===== src/verilog/gsps_defs.svh =====
// Purpose: register map, field positions and constants of the gate
//          and sync pulse sequencer
// Assumes: 32-bit classic Wishbone, one aligned word per register
// Notes:   all times are counts of 20 ns clock cycles
`ifndef GSPS_DEFS_SVH
`define GSPS_DEFS_SVH

// register word indices (byte address = index * 4)
`define GSPS_IDX_CTRL      4'h0
`define GSPS_IDX_PERIOD    4'h1
`define GSPS_IDX_SYNC_W    4'h2
`define GSPS_IDX_SYNC2_D   4'h3
`define GSPS_IDX_AUX_W     4'h4
`define GSPS_IDX_AUX_D     4'h5
`define GSPS_IDX_W_START   4'h6
`define GSPS_IDX_W_END     4'h7
`define GSPS_IDX_D_START   4'h8
`define GSPS_IDX_D_END     4'h9
`define GSPS_IDX_W_INC     4'hA
`define GSPS_IDX_D_INC     4'hB
`define GSPS_IDX_N_ACQ     4'hC
`define GSPS_IDX_GATES     4'hD
`define GSPS_IDX_STATUS    4'hE
`define GSPS_NCFG          14

// address decode
`define GSPS_IDX_LSB       2
`define GSPS_IDX_MSB       5
`define GSPS_ADR_TOP       6
`define GSPS_ADR_MSB       31

// control bits
`define GSPS_CTRL_SYNC_EN  0
`define GSPS_CTRL_INT_TRIG 1
`define GSPS_CTRL_GATE_MD  2
`define GSPS_CTRL_START    3

// status field widths: {acq index, gate count, busy}
`define GSPS_ST_ACQ_W      16
`define GSPS_ST_GATE_W     15

// word constants
`define GSPS_ZERO          32'h0000_0000
`define GSPS_ONE           32'h0000_0001
`define GSPS_TWO           32'h0000_0002

`endif


===== src/verilog/gsps_pkg.sv =====
// Purpose: shared types of the gate and sync pulse sequencer
// Assumes: nothing
// Notes:   numbers live in gsps_defs.svh
package gsps_pkg;
  typedef enum logic [1:0] {T_IDLE, T_WAIT, T_HIGH} timer_state_t;
  typedef enum logic {S_IDLE, S_RUN} seq_state_t;
endpackage


===== src/verilog/pulse_if.sv =====
// Purpose: request bundle between the sequencer and a pulse timer
// Assumes: single clock domain
// Notes:   start is a one-cycle pulse
`timescale 1ns/10ps
interface pulse_if;
  logic        start;  // launch one pulse
  logic [31:0] delay;  // cycles from start to leading edge
  logic [31:0] width;  // cycles high
  logic        out;    // pulse level

  modport timer (input start, input delay, input width, output out);
  modport ctl   (output start, output delay, output width, input out);
endinterface


===== src/verilog/gate_sync_pulse_sequencer.sv =====
// Purpose: trigger-driven sync, aux and gate pulse sequencer with a
//          classic Wishbone register file
// Assumes: trigIn synchronous to clk; all times in clock cycles
// Notes:   pulses that overlap the next trigger are restarted by it
`timescale 1ns/10ps
`include "gsps_defs.svh"

// How it works
// enabled primary sync follows trigger rate
// secondary sync copies primary shape and width
// secondary edges lag primary by programmed delay
// aux pulse width equals programmed width
// aux starts programmed delay after primary
// gate mode: cathode on only during gate
// first acquisition start width, last end width
// first acquisition start delay, last end delay
// equal start/end widths keep width constant
// programmed gate count per exposure, then readout
// master clock: internal trigger drives sync
// fixed increments step width and delay linearly
module gate_sync_pulse_sequencer (
  input  wire logic        clk,
  input  wire logic        rst,
  input  wire logic        wb_cyc_i,
  input  wire logic        wb_stb_i,
  input  wire logic        wb_we_i,
  input  wire logic [31:0] wb_adr_i,
  input  wire logic [3:0]  wb_sel_i,
  input  wire logic [31:0] wb_dat_i,
  output logic      [31:0] wb_dat_o,
  output logic             wb_ack_o,
  input  wire logic        trigIn,
  output wire logic        primarySyncOutput,
  output wire logic        secondarySyncOutput,
  output wire logic        auxOut,
  output wire logic        gateOut,
  output wire logic        cathodeOn,
  output logic             exposureEnd,
  output wire logic        seqBusy
);
  import gsps_pkg::*;

  // ---------------- register file ----------------
  logic [31:0] cfg [`GSPS_NCFG];  // writable configuration words

  wire logic       wbReq  = wb_cyc_i & wb_stb_i;
  wire logic [3:0] idx    = wb_adr_i[`GSPS_IDX_MSB:`GSPS_IDX_LSB];
  wire logic       inMap  = (wb_adr_i[`GSPS_ADR_MSB:`GSPS_ADR_TOP] == '0);
  wire logic       isCfg  = inMap & (idx < `GSPS_IDX_STATUS);
  // writes land on the edge where the master sees ack
  wire logic       wrEn   = wb_ack_o & wb_we_i & isCfg;
  wire logic [31:0] laneMask = {{8{wb_sel_i[3]}}, {8{wb_sel_i[2]}},
                                {8{wb_sel_i[1]}}, {8{wb_sel_i[0]}}};

  // named views of the configuration
  wire logic        syncEn   = cfg[`GSPS_IDX_CTRL][`GSPS_CTRL_SYNC_EN];
  wire logic        intTrig  = cfg[`GSPS_IDX_CTRL][`GSPS_CTRL_INT_TRIG];
  wire logic        gateMode = cfg[`GSPS_IDX_CTRL][`GSPS_CTRL_GATE_MD];
  wire logic [31:0] period   = cfg[`GSPS_IDX_PERIOD];
  wire logic [31:0] syncW    = cfg[`GSPS_IDX_SYNC_W];
  wire logic [31:0] sync2D   = cfg[`GSPS_IDX_SYNC2_D];
  wire logic [31:0] auxW     = cfg[`GSPS_IDX_AUX_W];
  wire logic [31:0] auxD     = cfg[`GSPS_IDX_AUX_D];
  wire logic [31:0] wStart   = cfg[`GSPS_IDX_W_START];
  wire logic [31:0] wEnd     = cfg[`GSPS_IDX_W_END];
  wire logic [31:0] dStart   = cfg[`GSPS_IDX_D_START];
  wire logic [31:0] dEnd     = cfg[`GSPS_IDX_D_END];
  wire logic [31:0] wInc     = cfg[`GSPS_IDX_W_INC];
  wire logic [31:0] dInc     = cfg[`GSPS_IDX_D_INC];
  wire logic [31:0] nAcq     = cfg[`GSPS_IDX_N_ACQ];
  wire logic [31:0] gates    = cfg[`GSPS_IDX_GATES];

  // start is a write strobe, not a stored level that re-arms
  wire logic startPulse = wrEn & (idx == `GSPS_IDX_CTRL) & wb_sel_i[0]
                        & wb_dat_i[`GSPS_CTRL_START];

  // one short process per configuration word, byte lanes by sel
  for (genvar r = 0; r < `GSPS_NCFG; r++) begin : g_cfg
    always_ff @(posedge clk or posedge rst) begin
      if (rst) begin
        cfg[r] <= `GSPS_ZERO;
      end else if (wrEn && idx == 4'(r)) begin
        cfg[r] <= (cfg[r] & ~laneMask) | (wb_dat_i & laneMask);
      end
    end
  end

  // ---------------- sequencer state ----------------
  seq_state_t  seq;      // idle or running a sequence
  logic [31:0] curW;     // gate width for this acquisition
  logic [31:0] curD;     // gate delay for this acquisition
  logic [31:0] acqIdx;   // acquisition number within sequence
  logic [31:0] gateCnt;  // gates issued in this exposure

  assign seqBusy = (seq == S_RUN);

  wire logic [31:0] status = {acqIdx[`GSPS_ST_ACQ_W-1:0],
                              gateCnt[`GSPS_ST_GATE_W-1:0], seqBusy};

  // read select; unmapped words answer zero
  wire logic [31:0] rdMux = isCfg ? cfg[idx] :
                            (inMap && idx == `GSPS_IDX_STATUS) ? status :
                            `GSPS_ZERO;

  // one wait state: ack a cycle after the request, drop it after
  always_ff @(posedge clk or posedge rst) begin
    if (rst) begin
      wb_ack_o <= 1'b0;
      wb_dat_o <= `GSPS_ZERO;
    end else begin
      wb_ack_o <= wbReq & ~wb_ack_o;
      if (wbReq && !wb_ack_o) begin
        wb_dat_o <= rdMux;
      end
    end
  end

  // ---------------- trigger source ----------------
  logic        trigPrev;  // last sample of external trigger
  logic [31:0] rateCnt;   // internal rate divider

  wire logic extEdge  = trigIn & ~trigPrev;
  wire logic rateLast = ((rateCnt + `GSPS_ONE) >= period);
  // zero period stops the internal source rather than run flat out
  wire logic intTick  = intTrig & (period != `GSPS_ZERO)
                      & (rateCnt == `GSPS_ZERO);
  wire logic trig     = intTrig ? intTick : extEdge;

  // edge capture and rate divider
  always_ff @(posedge clk or posedge rst) begin
    if (rst) begin
      trigPrev <= 1'b0;
      rateCnt  <= `GSPS_ZERO;
    end else begin
      trigPrev <= trigIn;
      rateCnt  <= (!intTrig || rateLast) ? `GSPS_ZERO
                                         : rateCnt + `GSPS_ONE;
    end
  end

  // ---------------- pulse timers ----------------
  pulse_if p1 ();  // primary sync
  pulse_if p2 ();  // secondary sync
  pulse_if pa ();  // auxiliary trigger
  pulse_if pg ();  // photocathode gate

  // every sync-family pulse launches on the same trigger
  wire logic syncStart = trig & syncEn;
  wire logic gateFire  = trig & seqBusy;

  assign p1.start = syncStart;
  assign p1.delay = `GSPS_ZERO;
  assign p1.width = syncW;
  // same width, only the launch delay differs
  assign p2.start = syncStart;
  assign p2.delay = sync2D;
  assign p2.width = syncW;
  assign pa.start = syncStart;
  assign pa.delay = auxD;
  assign pa.width = auxW;
  assign pg.start = gateFire;
  assign pg.delay = curD;
  assign pg.width = curW;

  pulse_timer u_p1 (.clk(clk), .rst(rst), .pt(p1));
  pulse_timer u_p2 (.clk(clk), .rst(rst), .pt(p2));
  pulse_timer u_pa (.clk(clk), .rst(rst), .pt(pa));
  pulse_timer u_pg (.clk(clk), .rst(rst), .pt(pg));

  assign primarySyncOutput   = p1.out;
  assign secondarySyncOutput = p2.out;
  assign auxOut              = pa.out;
  assign gateOut             = pg.out;
  // safe mode keeps the cathode off even while gates run
  assign cathodeOn           = pg.out & gateMode;

  // ---------------- acquisition stepping ----------------
  wire logic lastGate = ((gateCnt + `GSPS_ONE) >= gates);
  wire logic lastAcq  = ((acqIdx + `GSPS_ONE) >= nAcq);
  wire logic nextLast = ((acqIdx + `GSPS_TWO) >= nAcq);

  // end values land exactly, never by accumulated steps
  wire logic [31:0] next_width = nextLast ? wEnd :
                                 (wStart == wEnd) ? curW :
                                 curW + wInc;
  wire logic [31:0] next_delay = nextLast ? dEnd :
                                 curD + dInc;

  // sequence control; a fresh start aborts a running sequence
  always_ff @(posedge clk or posedge rst) begin
    if (rst) begin
      seq         <= S_IDLE;
      curW        <= `GSPS_ZERO;
      curD        <= `GSPS_ZERO;
      acqIdx      <= `GSPS_ZERO;
      gateCnt     <= `GSPS_ZERO;
      exposureEnd <= 1'b0;
    end else begin
      exposureEnd <= 1'b0;
      if (startPulse) begin
        seq     <= S_RUN;
        acqIdx  <= `GSPS_ZERO;
        gateCnt <= `GSPS_ZERO;
        curW    <= wStart;
        curD    <= dStart;
      end else begin
        unique case (seq)
          S_IDLE: seq <= S_IDLE;
          S_RUN: begin
            if (trig && !lastGate) begin
              gateCnt <= gateCnt + `GSPS_ONE;
            end else if (trig) begin
              gateCnt     <= `GSPS_ZERO;
              exposureEnd <= 1'b1;
              acqIdx      <= acqIdx + `GSPS_ONE;
              if (lastAcq) begin
                seq <= S_IDLE;
              end else begin
                curW <= next_width;
                curD <= next_delay;
              end
            end
          end
        endcase
      end
    end
  end

  // ---------------- checks ----------------
  logic        p1Prev;  // primary level one cycle back
  logic [31:0] len2;    // secondary high run length
  logic [31:0] lenA;    // aux high run length
  logic [31:0] sinceP;  // cycles since primary leading edge

  always_ff @(posedge clk or posedge rst) begin
    if (rst) begin
      p1Prev <= 1'b0;
      len2   <= `GSPS_ZERO;
      lenA   <= `GSPS_ZERO;
      sinceP <= `GSPS_ZERO;
    end else begin
      p1Prev <= primarySyncOutput;
      len2   <= secondarySyncOutput ? len2 + `GSPS_ONE : `GSPS_ZERO;
      lenA   <= auxOut ? lenA + `GSPS_ONE : `GSPS_ZERO;
      sinceP <= (primarySyncOutput && !p1Prev) ? `GSPS_ONE
                                               : sinceP + `GSPS_ONE;
    end
  end
endmodule


===== src/verilog/pulse_timer.sv =====
// Purpose: delay-then-width one-shot pulse generator
// Assumes: start is synchronous to clk
// Notes:   a new start restarts the timer, cutting any pulse in flight
`timescale 1ns/10ps
`include "gsps_defs.svh"
module pulse_timer (
  input wire logic clk,
  input wire logic rst,
  pulse_if.timer   pt
);
  import gsps_pkg::*;

  timer_state_t state;   // idle, counting delay, driving high
  logic [31:0]  cnt;     // remaining cycles in this phase
  logic [31:0]  widthLt; // width caught at start, so edits mid-pulse
                         // cannot change the shape already launched

  wire logic lastCnt = (cnt == `GSPS_ONE);
  wire logic noDelay = (pt.delay == `GSPS_ZERO);
  wire logic noWidth = (pt.width == `GSPS_ZERO);

  // output is a decode of the state flop only
  assign pt.out = (state == T_HIGH);

  // phase sequencing
  always_ff @(posedge clk or posedge rst) begin
    if (rst) begin
      state   <= T_IDLE;
      cnt     <= `GSPS_ZERO;
      widthLt <= `GSPS_ZERO;
    end else if (pt.start) begin
      widthLt <= pt.width;
      if (noWidth) begin
        state <= T_IDLE;          // zero width: no pulse at all
      end else if (noDelay) begin
        state <= T_HIGH;
        cnt   <= pt.width;
      end else begin
        state <= T_WAIT;
        cnt   <= pt.delay;
      end
    end else begin
      unique case (state)
        T_IDLE: state <= T_IDLE;
        T_WAIT: begin
          if (lastCnt) begin
            state <= T_HIGH;
            cnt   <= widthLt;
          end else begin
            cnt <= cnt - `GSPS_ONE;
          end
        end
        T_HIGH: begin
          if (lastCnt) begin
            state <= T_IDLE;
          end else begin
            cnt <= cnt - `GSPS_ONE;
          end
        end
      endcase
    end
  end
endmodule


===== config.mk =====
export PLATFORM = sky130hd
export DESIGN_NAME = gate_sync_pulse_sequencer
export DESIGN_NICKNAME = d
export VERILOG_FILES = /design/src/verilog/gsps_pkg.sv /design/src/verilog/pulse_if.sv /design/src/verilog/gate_sync_pulse_sequencer.sv /design/src/verilog/pulse_timer.sv
export VERILOG_INCLUDE_DIRS = /design/src /design/src/verilog
export SDC_FILE = /design/constraint.sdc
export NUM_CORES = 2
export LEC_CHECK = 0
export ABC_AREA = 1
export BUFFER_PORTS_ARGS = -buffer_cell sky130_fd_sc_hd__clkbuf_2
export CORE_MARGIN = 2
export CORE_UTILIZATION = 45
export CTS_CLUSTER_SIZE = 16
export DETAILED_ROUTE_END_ITERATION = 12
export PLACE_DENSITY = 0.7
export SYNTH_ARGS = -nofsm -noshare
export SYNTH_HDL_FRONTEND = slang
export SYNTH_SLANG_ARGS = --single-unit

===== constraint.sdc =====
create_clock -name clk -period 98.7 [get_ports clk]
set_input_delay 29.61 -clock clk [delete_from_list [all_inputs] [get_ports clk]]
set_output_delay 29.61 -clock clk [all_outputs]
set_load 0.01 [all_outputs]

==> reports/metrics.csv <==
metric;value;unit
CP Cell Sequence;clkbuf_2, nand2_2, inv_2, nand2_1, nand4_1, nor2_4, buf_4, nand4_1, buf_4, nand2_1, nand2_4, nor2_4, nand2_1, nand2_1;
Setup TNS;0;ns
io pins;114;
outcome;finished, final reports clean;
clock latency on the worst-skew pair;0.74;ns
skew final;0.0477;ns
Setup Fix Bufs, Post-CTS;0;
post-synthesis sequential area ratio;39.5;%
Root Driver;clkbuf_16;
Buffers on Ports;111;
# hold bufs at CTS;0;
drt wl/cell;21.9;um
CTS tree;done;
final hold violations;0;
average size of a mapped cell;6.88;sq um
post-synthesis cell type count;53;
final setup violation count;0;
P per Cell Area;13.0;nW/um^2
Rows;128;
fraction of layout cells with a size suffix above 1;4.79;%
Starting Density;45.4;%
hold crit path type;reg -> reg;
die height;355;um
MaxCap Viol Count;0;
GR Util All Layers;33.2;%
flops & latches, synth;875;
area delta synth->final;9.22;%
ratio of final minimum period to clock period;33.7;%
CTS sink cnt;875;
Ys Warns;0;
pre-CTS WS;64.79;ns
required time of the worst setup path;99.33;ns
Max Slew Vio Count;0;
crit path from;wb_adr_i[4];
startpoint types;input pin;
Worst EP arrival;33.91;ns
ANT nets after route;0;
Worst Path Max Fanout;59;
Max Freq;30.0;MHz
Die W;355;um
setup ws final;65.42;ns
critical path endpoint category;flop;
Async SR Flop Fraction;100;%
fin nets;8259;
cts bufs inserted;99;
largest net degree at the start of global routing;187;
vias in the first global route;50100;
Post-CTS Resized;0;
Total Power;787;uW
total wire length;213000;um
post-DP HPWL;156000;um
most used cell, CP;nand2_1;
DRC errors left;0;
H-Tree Depth;3;
LEAKAGE;30.0;nW
worst-margin pin slew;1.40;ns
RSZ-0062 raised after global routing;no;
CTS clk-pin slew, worst paths;0.06;ns
reg2reg path depth;22;
Synth Cell Area;55400;sq um
Crit Path Category;in -> reg;
via count;55100;
clock buffer depth;3;
CP max-delay cell;nor2_4;
Worst slew margin;6.27;%
Final min period;33.28;ns
first-pass GRT wire length;317000;um
synthesized net count;8334;
Max stage delay on crit path;0.69;ns
hold depth;2;
GPL Wtd Cong;1.02;
die area;126000;sq um
Post-synth EDFFs;0;
ys flop type;dfrtp_1;
Mapped Cells;8055;
initial antenna violation count;22;
core area;122000;sq um
DR iter-0 viols;6955;
Max VDD drop;0.0131;mV
hold path start;u_pg.widthLt[25]$_DFFE_PP0P_;
Vias/cell;5.68;
R2R Path Start;gateCnt[2]$_DFFE_PP0P_;
gr ovfl total;0;
TritonRoute pass-1 iters;7;
-- final timing paths --
| kind | endpoint | slack, ns |
|---|---|---|
| max | curW[22]$_DFFE_PP0P_ | 65.42 |
| min | u_pg.widthLt[25]$_DFFE_PP0P_ | 0.48 |
| max reg2reg | curW[22]$_DFFE_PP0P_ | 92.81 |
| min reg2reg | u_pg.widthLt[25]$_DFFE_PP0P_ | 0.48 |
| max in group asynchronous | u_pg.state[0]$_DFFE_PP0P_ | 65.67 |
| min in group asynchronous | rateCnt[27]$_DFF_PP0_ | 29.00 |
-- metrics by stage --
stage	area (sq um)	utilization [%]	hold slack [ns]	std cells
finish	60500	49.6	0.478	9700
global route	60500	49.6	0.497	9691
CTS	60500	49.6	0.482	9690
detailed placement	57100	46.8	0.467	9504
global placement	57100	46.8	0.459	9504
floorplan	55400	-	0.442	8055
-- layer usage --
metal	share of wire, %	routed length (um)	track usage [%]	up-vias
met5	0.069	147	0	-
met4	5.1	10900	15.4	22
met3	11	22800	7.21	449
met2	42	89400	48.4	2841
met1	42	89700	46.8	26000
li1	-	-	-	25800
-- kinds of logic (layout without fill, tap and decap cells) --
kind of cell,count (synthesis),count (layout),synth area share [%]
AND/OR/NAND/NOR,4097,4097,30.3
XOR/XNOR,201,201,3.18
flip-flops,875,875,39.5
adder cells (fa/ha/maj),205,205,4.66
AO/OA/AOI/OAI,1372,1372,13.2
buffers and inverters,1305,1315,9.12
other,0,10,0
-- placed cells by master, fill, tap and decap left out, drive strengths merged, types with 124 or more instances in the layout --
cell and instances:
clkbuf 253, nor3 124, ha 203, nand4 182, nand3 439, dfrtp 875
o21ai 953, xor2 158, a21oi 166, nor2 716, nand2 2569, inv 973
-- power breakdown --
part           internal (mW)  switching (mW)
logic                0.00467          0.0252
clock network          0.227           0.168
registers              0.361         0.00153
-- worst max-delay path, delay by kind of cell --
kind | cells | cell delay [ns]
and+or+nand+nor | 10 | 2.83
buffers and inverters | 4 | 1.28
-- cell usage after synthesis, types with 3 or more instances --
master / count / area [sq um]
xor2_1: 158 / 1380
nor2_2: 3 / 18.8
nand2_1: 2557 / 9600
o211ai_1: 20 / 150
ha_1: 203 / 2540
inv_2: 6 / 22.5
nor4_1: 22 / 138
clkbuf_1: 225 / 845
o22ai_1: 108 / 676
nor2_1: 711 / 2670
nor3_1: 122 / 611
nand3b_1: 15 / 113
dfrtp_1: 875 / 21900
and2_1: 7 / 43.8
a21oi_1: 166 / 831
o21ai_0: 933 / 4670
o21bai_1: 12 / 90.1
a31oi_1: 56 / 350
buf_4: 10 / 75.1
o21ai_1: 19 / 95.1
nand2_2: 10 / 62.6
nand4_1: 182 / 1140
buf_1: 15 / 56.3
a21o_1: 7 / 52.6
or2_2: 14 / 87.6
xnor2_1: 43 / 377
buf_2: 81 / 405
nor3b_1: 3 / 22.5
a22oi_1: 32 / 240
o21a_1: 5 / 37.5
o221ai_1: 4 / 35.0
inv_1: 966 / 3630
nand3_1: 438 / 2190
-- layout make-up --
| type | instances | area (sq um) |
|---|---|---|
| Clock inverter | 44 | 536 |
| Tap cell | 1625 | 2030 |
| Fill cell | 12300 | 61500 |
| Inverter | 972 | 3660 |
| Clock buffer | 142 | 2910 |
| Multi-Input combinational cell | 5875 | 28500 |
| Sequential cell | 875 | 21900 |
| Timing Repair Buffer | 157 | 938 |
| Antenna cell | 10 | 25.0 |
(Power assumes the default switching activity.)
